===== src/design/host_bus_regs.svh =====
// named constants of the host bus agent
`ifndef HOST_BUS_REGS_SVH
`define HOST_BUS_REGS_SVH
`define ADDR_W         33
`define CMD_W          5
`define DATA_W         64
`define GROUP_W        16
`define GROUPS         4
`define BEATS          4
`define LINE_W         256
`define MAX_LOW_BITS   8
`define MCLK_NS        10
`define BUS_CLK_NS     160
`define TICKS_PER_BUS  8
`define TICK_CYC       (`BUS_CLK_NS / (`MCLK_NS * `TICKS_PER_BUS))
`define ADR_HALF_TICKS 4
`define RESP_TICKS     8
`endif


===== src/design/host_bus_pkg.sv =====
// types shared by the host bus agent and its bench
`include "host_bus_regs.svh"
package host_bus_pkg;
   typedef struct packed {
      logic                  request_phase_strobe_n;
      logic [`CMD_W-1:0]     request_command_lines_n;
      logic [`ADDR_W-1:0]    host_address_lines_n;
      logic [1:0]            address_timing_strobes_n;
      logic [`DATA_W-1:0]    host_data_lines_n;
      logic [`GROUPS-1:0]    group_inversion_flags_n;
      logic [`GROUPS-1:0]    data_strobe_p_side_n;
      logic [`GROUPS-1:0]    data_strobe_n_side_n;
      logic                  snoop_clean_hit_n;
      logic                  snoop_modified_hit_n;
   } bus_pins_t;

   typedef struct packed {
      logic ads;
      logic cmd;
      logic addr;
      logic astb;
      logic data;
      logic dinv;
      logic dstb;
      logic hit;
   } bus_oe_t;

   typedef struct packed {
      logic               write;
      logic [`ADDR_W-1:0] addr;
      logic [`CMD_W-1:0]  cmd_a;
      logic [`CMD_W-1:0]  cmd_b;
   } req_t;

   typedef struct packed {
      logic clean;
      logic modified;
   } snp_resp_t;

   typedef enum logic [3:0] {
      IDLE     = 4'h0,
      ADR_A    = 4'h1,
      ADR_B    = 4'h2,
      WDAT     = 4'h3,
      RDAT     = 4'h4,
      SNP_ADR  = 4'h5,
      SNP_WAIT = 4'h6,
      SNP_RESP = 4'h7,
      WEND     = 4'h8
   } seq_state_t;
endpackage : host_bus_pkg


===== src/design/host_bus_agent.sv =====
// processor-side agent driving the host bus pins
// Function
// RULE1: at most eight electrically low bits per group
// RULE2: four inversion flags travel with their groups
// RULE3: receiver restores true data using inversion flags
// RULE4: device leaves address lines undriven in processor cycles
// RULE5: device drives address lines for its snoops
// RULE6: two address transfers per bus clock
// RULE7: address driver also drives both address strobes
// RULE8: four data transfers per bus clock
// RULE9: strobe pair n times data group n
// RULE10: capture on falling edge of both strobes
// RULE11: pair members are separate edge strobes
// RULE12: clean copy asserts clean-hit result
// RULE13: modified copy asserts modified-hit result
// RULE14: modified-hit alone obliges supplying the line
// RULE15: both hit signals together mean snoop stall
// RULE16: command lines carry both request halves
// RULE17: phase strobe marks first request cycle
// RULE18: inversion decided per transfer and group
`include "host_bus_regs.svh"
module host_bus_agent #(
   parameter int TICK_CYC = `TICK_CYC
) (
   input  wire logic                   mclk_i,
   input  wire logic                   rstn_i,
   input  wire host_bus_pkg::bus_pins_t pins_i,
   output host_bus_pkg::bus_pins_t     pins_o,
   output host_bus_pkg::bus_oe_t       pins_oe_o,
   input  wire logic                   req_valid_i,
   output logic                        req_ready_o,
   input  wire host_bus_pkg::req_t     req_i,
   input  wire logic [`LINE_W-1:0]     wdata_i,
   output logic                        rd_valid_o,
   output logic [`LINE_W-1:0]          rd_data_o,
   output logic                        snp_valid_o,
   output host_bus_pkg::req_t          snp_req_o,
   input  wire logic                   snp_resp_valid_i,
   input  wire host_bus_pkg::snp_resp_t snp_resp_i,
   input  wire logic [`LINE_W-1:0]     snp_wdata_i
);
   import host_bus_pkg::*;

   localparam int TW = $clog2(TICK_CYC + 1);

   if (TICK_CYC < 1) begin : g_bad_tick
      $error("TICK_CYC must be at least one");
   end

   // count of electrically low bits in one group
   function automatic logic [4:0] count_low(input logic [`GROUP_W-1:0] e);
      logic [4:0] n;
      n = 5'h0;
      for (int i = 0; i < `GROUP_W; i++) begin
         n = n + {4'h0, ~e[i]};
      end
      return n;
   endfunction : count_low

   // active-low bus: plain image is the complement of the true word
   function automatic logic [`GROUP_W:0] dbi_encode(
      input logic [`GROUP_W-1:0] w);
      if (count_low(~w) > 5'(`MAX_LOW_BITS)) begin
         return {1'b0, w};
      end
      return {1'b1, ~w};
   endfunction : dbi_encode

   function automatic logic [`GROUP_W-1:0] dbi_decode(
      input logic [`GROUP_W-1:0] e, input logic inv_n);
      return inv_n ? ~e : e;
   endfunction : dbi_decode

   seq_state_t           state_reg;
   logic [TW-1:0]        tick_cnt_reg;
   logic                 tick;
   logic [2:0]           sub_reg;
   logic [1:0]           beat_reg;
   logic                 half_reg;
   logic [`LINE_W-1:0]   tx_line_reg;
   logic [`LINE_W-1:0]   rx_line_reg;
   req_t                 cur_req_reg;
   snp_resp_t            resp_reg;
   bus_pins_t            s1_reg;
   bus_pins_t            s2_reg;
   bus_pins_t            s3_reg;
   bus_pins_t            fell;
   logic [3:0][2:0]      rx_cnt_reg;
   logic                 rx_done;

   // one tick per eighth of a bus clock paces every strobe
   assign tick = (tick_cnt_reg == TW'(TICK_CYC - 1));

   always_ff @(posedge mclk_i or negedge rstn_i) begin
      if (!rstn_i) begin
         tick_cnt_reg <= '0;
      end else if (tick) begin
         tick_cnt_reg <= '0;
      end else begin
         tick_cnt_reg <= tick_cnt_reg + TW'(1);
      end
   end

   // data and strobes share one synchroniser depth, so they stay aligned
   always_ff @(posedge mclk_i or negedge rstn_i) begin
      if (!rstn_i) begin
         s1_reg <= '1;
         s2_reg <= '1;
         s3_reg <= '1;
      end else begin
         s1_reg <= pins_i;
         s2_reg <= s1_reg;
         s3_reg <= s2_reg;
      end
   end

   assign fell = s3_reg & ~s2_reg;

   assign req_ready_o = (state_reg == IDLE) && tick
                        && !fell.request_phase_strobe_n;

   always_ff @(posedge mclk_i or negedge rstn_i) begin
      if (!rstn_i) begin
         state_reg   <= IDLE;
         sub_reg     <= 3'h0;
         beat_reg    <= 2'h0;
         half_reg    <= 1'b0;
         tx_line_reg <= '0;
         cur_req_reg <= '0;
         resp_reg    <= '0;
         pins_o      <= '1;
         pins_oe_o   <= '0;
         snp_valid_o <= 1'b0;
         snp_req_o   <= '0;
      end else begin
         snp_valid_o <= 1'b0;
         case (state_reg)
            IDLE: begin
               pins_o    <= '1;
               pins_oe_o <= '0;
               if (fell.request_phase_strobe_n) begin
                  state_reg <= SNP_ADR;
               end else if (req_valid_i && req_ready_o) begin
                  cur_req_reg <= req_i;
                  tx_line_reg <= wdata_i;
                  sub_reg     <= 3'h0;
                  state_reg   <= ADR_A;
               end
            end
            ADR_A: if (tick) begin
               pins_oe_o.ads  <= 1'b1;
               pins_oe_o.cmd  <= 1'b1;
               pins_oe_o.addr <= 1'b1;
               pins_oe_o.astb <= 1'b1;
               sub_reg <= sub_reg + 3'h1;
               if (sub_reg == 3'h0) begin
                  pins_o.request_phase_strobe_n <= 1'b0; // [RULE17]
                  pins_o.request_command_lines_n <= ~cur_req_reg.cmd_a; // [RULE16]
                  pins_o.host_address_lines_n <= ~cur_req_reg.addr;
                  pins_o.address_timing_strobes_n <= 2'h3;
               end
               if (sub_reg == 3'(`ADR_HALF_TICKS / 2)) begin
                  pins_o.address_timing_strobes_n[0] <= 1'b0; // [RULE7]
               end
               if (sub_reg == 3'(`ADR_HALF_TICKS - 1)) begin
                  sub_reg   <= 3'h0;
                  state_reg <= ADR_B;
               end
            end
            ADR_B: if (tick) begin
               sub_reg <= sub_reg + 3'h1;
               if (sub_reg == 3'h0) begin
                  pins_o.request_phase_strobe_n <= 1'b1;
                  pins_o.request_command_lines_n <= ~cur_req_reg.cmd_b; // [RULE16]
                  pins_o.address_timing_strobes_n[0] <= 1'b1;
               end
               if (sub_reg == 3'(`ADR_HALF_TICKS / 2)) begin
                  // second transfer of the same bus clock [RULE6]
                  pins_o.address_timing_strobes_n[1] <= 1'b0; // [RULE7]
               end
               if (sub_reg == 3'(`ADR_HALF_TICKS - 1)) begin
                  pins_oe_o <= '0;
                  pins_o    <= '1;
                  beat_reg  <= 2'h0;
                  half_reg  <= 1'b0;
                  state_reg <= cur_req_reg.write ? WDAT : RDAT;
               end
            end
            WDAT: if (tick) begin
               pins_oe_o.data <= 1'b1;
               pins_oe_o.dinv <= 1'b1;
               pins_oe_o.dstb <= 1'b1;
               if (!half_reg) begin
                  for (int g = 0; g < `GROUPS; g++) begin
                     {pins_o.group_inversion_flags_n[g],
                      pins_o.host_data_lines_n[g*`GROUP_W +: `GROUP_W]}
                        <= dbi_encode(tx_line_reg[int'(beat_reg)*`DATA_W
                           + g*`GROUP_W +: `GROUP_W]); // [RULE1] [RULE2] [RULE18]
                  end
                  pins_o.data_strobe_p_side_n <= 4'hf;
                  pins_o.data_strobe_n_side_n <= 4'hf;
                  half_reg <= 1'b1;
               end else begin
                  // p falls on even beats, n on odd: four per bus clock
                  if (!beat_reg[0]) begin
                     pins_o.data_strobe_p_side_n <= 4'h0; // [RULE8] [RULE9]
                  end else begin
                     pins_o.data_strobe_n_side_n <= 4'h0; // [RULE9]
                  end
                  half_reg <= 1'b0;
                  beat_reg <= beat_reg + 2'h1;
                  if (beat_reg == 2'(`BEATS - 1)) begin
                     state_reg <= WEND;
                  end
               end
            end
            WEND: if (tick) begin
               pins_oe_o <= '0;
               pins_o    <= '1;
               state_reg <= IDLE;
            end
            RDAT: if (rx_done) begin
               state_reg <= IDLE;
            end
            SNP_ADR: begin
               // address pins stay undriven while the far end snoops
               if (fell.address_timing_strobes_n[0]) begin
                  snp_req_o.addr  <= ~s2_reg.host_address_lines_n;
                  snp_req_o.cmd_a <= ~s2_reg.request_command_lines_n;
                  snp_req_o.write <= 1'b0;
               end
               if (fell.address_timing_strobes_n[1]) begin
                  snp_req_o.cmd_b <= ~s2_reg.request_command_lines_n;
                  snp_valid_o <= 1'b1;
                  state_reg   <= SNP_WAIT;
               end
            end
            SNP_WAIT: begin
               // hold off the requester until the cache lookup answers
               pins_oe_o.hit <= 1'b1;
               pins_o.snoop_clean_hit_n    <= 1'b0; // [RULE15]
               pins_o.snoop_modified_hit_n <= 1'b0; // [RULE15]
               if (snp_resp_valid_i
                   && !(snp_resp_i.clean && snp_resp_i.modified)) begin
                  resp_reg    <= snp_resp_i;
                  tx_line_reg <= snp_wdata_i;
                  sub_reg     <= 3'h0;
                  state_reg   <= SNP_RESP;
               end
            end
            SNP_RESP: begin
               pins_o.snoop_clean_hit_n    <= ~resp_reg.clean; // [RULE12]
               pins_o.snoop_modified_hit_n <= ~resp_reg.modified; // [RULE13]
               if (tick) begin
                  sub_reg <= sub_reg + 3'h1;
                  if (sub_reg == 3'(`RESP_TICKS - 1)) begin
                     pins_oe_o.hit <= 1'b0;
                     pins_o.snoop_clean_hit_n    <= 1'b1;
                     pins_o.snoop_modified_hit_n <= 1'b1;
                     beat_reg <= 2'h0;
                     half_reg <= 1'b0;
                     if (resp_reg.modified && !resp_reg.clean) begin
                        state_reg <= WDAT; // [RULE14]
                     end else begin
                        state_reg <= IDLE;
                     end
                  end
               end
            end
            default: state_reg <= IDLE;
         endcase
      end
   end

   // each strobe edge-detected on its own, never as a differential level
   always_ff @(posedge mclk_i or negedge rstn_i) begin
      if (!rstn_i) begin
         rx_cnt_reg  <= '0;
         rx_line_reg <= '0;
         rd_valid_o  <= 1'b0;
         rd_data_o   <= '0;
      end else begin
         rd_valid_o <= 1'b0;
         if (state_reg != RDAT) begin
            rx_cnt_reg <= '0;
         end else if (rx_done) begin
            rd_data_o  <= rx_line_reg;
            rd_valid_o <= 1'b1;
         end else begin
            for (int g = 0; g < `GROUPS; g++) begin
               if ((fell.data_strobe_p_side_n[g]
                    || fell.data_strobe_n_side_n[g]) // [RULE10] [RULE11]
                   && rx_cnt_reg[g] < 3'(`BEATS)) begin
                  rx_line_reg[int'(rx_cnt_reg[g])*`DATA_W
                     + g*`GROUP_W +: `GROUP_W] <= dbi_decode(
                     s2_reg.host_data_lines_n[g*`GROUP_W +: `GROUP_W],
                     s2_reg.group_inversion_flags_n[g]); // [RULE3]
                  rx_cnt_reg[g] <= rx_cnt_reg[g] + 3'h1;
               end
            end
         end
      end
   end

   always_comb begin
      rx_done = 1'b1;
      for (int g = 0; g < `GROUPS; g++) begin
         rx_done = rx_done && (rx_cnt_reg[g] == 3'(`BEATS));
      end
   end

   // helpers read only by the checks below
   logic dbi_ok;
   logic dbi_trip_ok;
   always_comb begin
      dbi_ok      = 1'b1;
      dbi_trip_ok = 1'b1;
      for (int g = 0; g < `GROUPS; g++) begin
         dbi_ok = dbi_ok && (count_low(pins_o.host_data_lines_n[g*`GROUP_W
                  +: `GROUP_W]) <= 5'(`MAX_LOW_BITS));
         dbi_trip_ok = dbi_trip_ok && (dbi_decode(
            pins_o.host_data_lines_n[g*`GROUP_W +: `GROUP_W],
            pins_o.group_inversion_flags_n[g]) == tx_line_reg[
            int'(beat_reg)*`DATA_W + g*`GROUP_W +: `GROUP_W]);
      end
   end
endmodule : host_bus_agent


===== config.mk =====
export PLATFORM = sky130hd
export DESIGN_NAME = host_bus_agent
export DESIGN_NICKNAME = d
export VERILOG_FILES = /design/src/design/host_bus_pkg.sv /design/src/design/host_bus_agent.sv
export VERILOG_INCLUDE_DIRS = /design/src /design/src/design
export SDC_FILE = /design/constraint.sdc
export NUM_CORES = 2
export LEC_CHECK = 0
export CORE_AREA = 2 2 433 435
export DETAILED_ROUTE_END_ITERATION = 8
export DIE_AREA = 0 0 435 437
export DONT_BUFFER_PORTS = 1
export HOLD_SLACK_MARGIN = 0.03
export PLACE_DENSITY = 0.42
export SLEW_MARGIN = 5
export SYNTH_ARGS = -nofsm -noshare
export SYNTH_HDL_FRONTEND = slang
export SYNTH_SLANG_ARGS = --single-unit

===== constraint.sdc =====
create_clock -name mclk_i -period 6.1 [get_ports mclk_i]
set_clock_uncertainty 0.15 [all_clocks]
set_input_delay 1.22 -clock mclk_i [delete_from_list [all_inputs] [get_ports mclk_i]]
set_output_delay 1.22 -clock mclk_i [all_outputs]
set_load 0.02 [all_outputs]

==> results_dict.tcl <==
set metrics [dict create \
    outcome "complete, no violations" \
    antenna_found_initial 54 \
    synth_common_cells "dfrtp_1, nand2_1, mux2_2" \
    worstSkewPairLatency_ns 0.81 \
    syn-num-nets 4794 \
    syn_to_final_growth_pct 15.8 \
    cts.sinks 1244 \
    pin_count 1111 \
    r2r.worst_path.cells 14 \
    slew_headroom_pct 12.8 \
    synth_most_common_cell "dfrtp_1" \
    die_h_um 437 \
    vdd_ir_drop_max_mv 1.42 \
    n_fill_cell 18740 \
    wl_um 170000 \
    power.leakage_nw 25.2 \
    cts_root_buffer "clkbuf_16" \
    ys_types 66 \
    yosys_warnings 0 \
    grt.overflow.total 0 \
    ant_nets 0 \
    core_um2 185000 \
    r2r_slack_ns 0.24 \
    cp_max_fo 16 \
    arrival_ns 6.43 \
    cts_tree "yes" \
    htreeDepth 4 \
    finalCritPeriodShare_pct 96.0 \
    dieArea_um2 190000 \
    maxSlewViolCount 0 \
    finalNonFillerCells 6590 \
    hold_path.class "primary input to async pin" \
    place.port_buffers 0 \
    drive_gt1_share_pct 27.8 \
    synth_edf_count 0 \
    grtUsageTotal_pct 17.6 \
    start_kind "flip-flop" \
    r2r_end "pins_o[61]" \
    cp.required_ns 6.67 \
    routed_via_density 4.66 \
    num_rows 158 \
    cts_buffer_depth 3 \
    fin_area_um2 59800 \
    initial_core_util_pct 27.9 \
    grt_max_degree 241 \
    r2r-start "beat_reg[0]" \
    path_clk_slew_ns 0.06 \
    grt_pass1_vias 31668 \
    multi_input_area_um2 18600 \
    synth-async-reset-ratio_pct 100 \
    yosys.area.top_type_share_pct 42.9 \
    drc_errors 0 \
    synth.top_cells.by_area "dfrtp_1, dfstp_2, mux2_2" \
    drv_cap 0 \
    cts_buffers 151 \
    syn_avg_cell_area_um2 12.8 \
    path_class "flip-flop to flip-flop" \
    vias 30731 \
    yosysSeqAreaShare_pct 61.1 \
    worst_pin_slew_ns 1.31 \
    hold_viol_final 0 \
    pwr_density_cell_nw_per_um2 679 \
    yosys_most_used_dff "dfrtp_1" \
    yosysTopAreaCell "dfrtp_1" \
    end_kind "flip-flop" \
    setup_viol 0 \
    synth_area_um2 51700 \
    regArea_um2 31600 \
    ys_ff_latch 1244 \
    wl_per_cell_um 25.8 \
    place_area_um2 54300 \
    firstDrtPassIters 5 \
    fin_util_pct 32.3 \
    max_freq_mhz 171 \
    synth_cells 4027 \
    die_w_um 435 \
    period_minus_slack_ns 5.86 \
    dpl.cell_count 6280 \
    drt_iter0_drc 1793 \
    globalplace.congestion 0.928 \
    layout.nets 4732 \
    grt_pass1_wl_um 243000 \
    dpl.hpwl_um 123000 \
]
worst max-delay path by stage:
stage	from	end	slack, ns	depth (start not counted)
after floorplan	beat_reg[0]	pins_o[37]	0.01	18
after global placement	beat_reg[0]	pins_o[39]	-0.03	14
after detailed placement	beat_reg[0]	pins_o[39]	-0.09	14
after CTS	beat_reg[0]	pins_o[74]	0.04	18
after global routing	beat_reg[0]	pins_o[74]	-0.01	19
final	beat_reg[0]	pins_o[61]	0.24	14
worst max-delay path, stage by stage, from the launching register on:
cell,delay (ns)
dfrtp_4,0.48
buf_16,0.19
mux4_2,0.59
fa_1,0.54
fa_1,0.52
fa_1,0.52
fa_1,0.55
ha_1,0.17
inv_1,0.05
fa_1,0.51
or3b_2,0.47
nor3b_1,0.21
nor2_1,0.08
and2_1,0.39
o221a_2,0.35
layout make-up:
type	instances	share of cell area, %
tap	2480	5.19
multi-input combinational	2396	31.0
clock inverter	47	1.20
antenna	17	0.0711
timing repair buffer	70	1.55
clock buffer	234	7.52
inverter	102	0.640
sequential	1244	52.8
report_power, final:
| part | internal, mW | switching [mW] |
|---|---|---|
| clock | 5.52 | 3.79 |
| sequential | 10.2 | 1.68 |
| combinational | 8.83 | 10.6 |
per-stage QoR:
step	power, mW	hold WS (ns)	setup TNS, ns	setup slack, ns
2_1_floorplan	25.6	0.195	0	0.0116
3_5_place_dp	29.8	0.197	-1.19	-0.0890
6_report	40.6	0.154	0	0.242
5_1_grt	43.8	0.0844	-0.0129	-0.0129
4_1_cts	41.2	0.139	0	0.0387
3_3_place_gp	29.2	0.196	-0.393	-0.0332
metal layers:
metal / share of wire, % / wire (µm) / vias up / global-route usage (%)
li1: - / - / 13972 / -
met1: 39 / 65800 / 15658 / 20.3
met2: 52 / 89300 / 813 / 31.1
met3: 6.1 / 10500 / 268 / 5.24
met4: 2.7 / 4600 / 20 / 5.66
met5: 0.081 / 138 / - / 0
repair_timing:
action | CTS | global route
hold buffers | 2 | 0
gates cloned | 0 | 2
endpoints found under the setup margin | 29 | 23
buffers inserted | 3 | 3
gates resized for setup | 1 | 3
hold endpoints to repair | 41 | 0
pin swaps | 1 | 1
cells in the final DEF (no fill, tap or decap), types with 6 or more instances in the layout:
| cell | n |
|---|---|
| mux2i_1 | 260 |
| buf_4 | 43 |
| o31ai_1 | 202 |
| ha_1 | 46 |
| buf_12 | 13 |
| mux2_2 | 375 |
| nor3_1 | 7 |
| nand2b_1 | 19 |
| o21ai_0 | 350 |
| buf_16 | 10 |
| mux4_2 | 64 |
| nand4_1 | 19 |
| xor2_1 | 7 |
| nand2_1 | 566 |
| clkbuf_1 | 43 |
| clkinv_16 | 6 |
| o221a_2 | 16 |
| nor2b_1 | 8 |
| o22a_1 | 53 |
| dfrtp_1 | 884 |
| or3_1 | 8 |
| nor2_1 | 89 |
| a21oi_1 | 36 |
| diode_2 | 17 |
| o21ai_1 | 15 |
| fa_1 | 39 |
| nor4bb_1 | 7 |
| xnor2_1 | 110 |
| clkbuf_16 | 154 |
| nand3_1 | 19 |
| clkinv_2 | 16 |
| dfstp_2 | 358 |
| bufinv_16 | 9 |
| clkbuf_8 | 39 |
| inv_1 | 102 |
cells by family after synthesis:
logic type,share of synthesized area (%)
AOI/OAI and AO/OA,8.73
xor gates and xnor gates,1.98
other,0.00726
muxes,16.1
adders and majority gates,2.66
buffers and inverters,3.12
and+or+nand+nor,6.26
DFF,61.1
No activity file was read; power rests on OpenSTA's default activity.
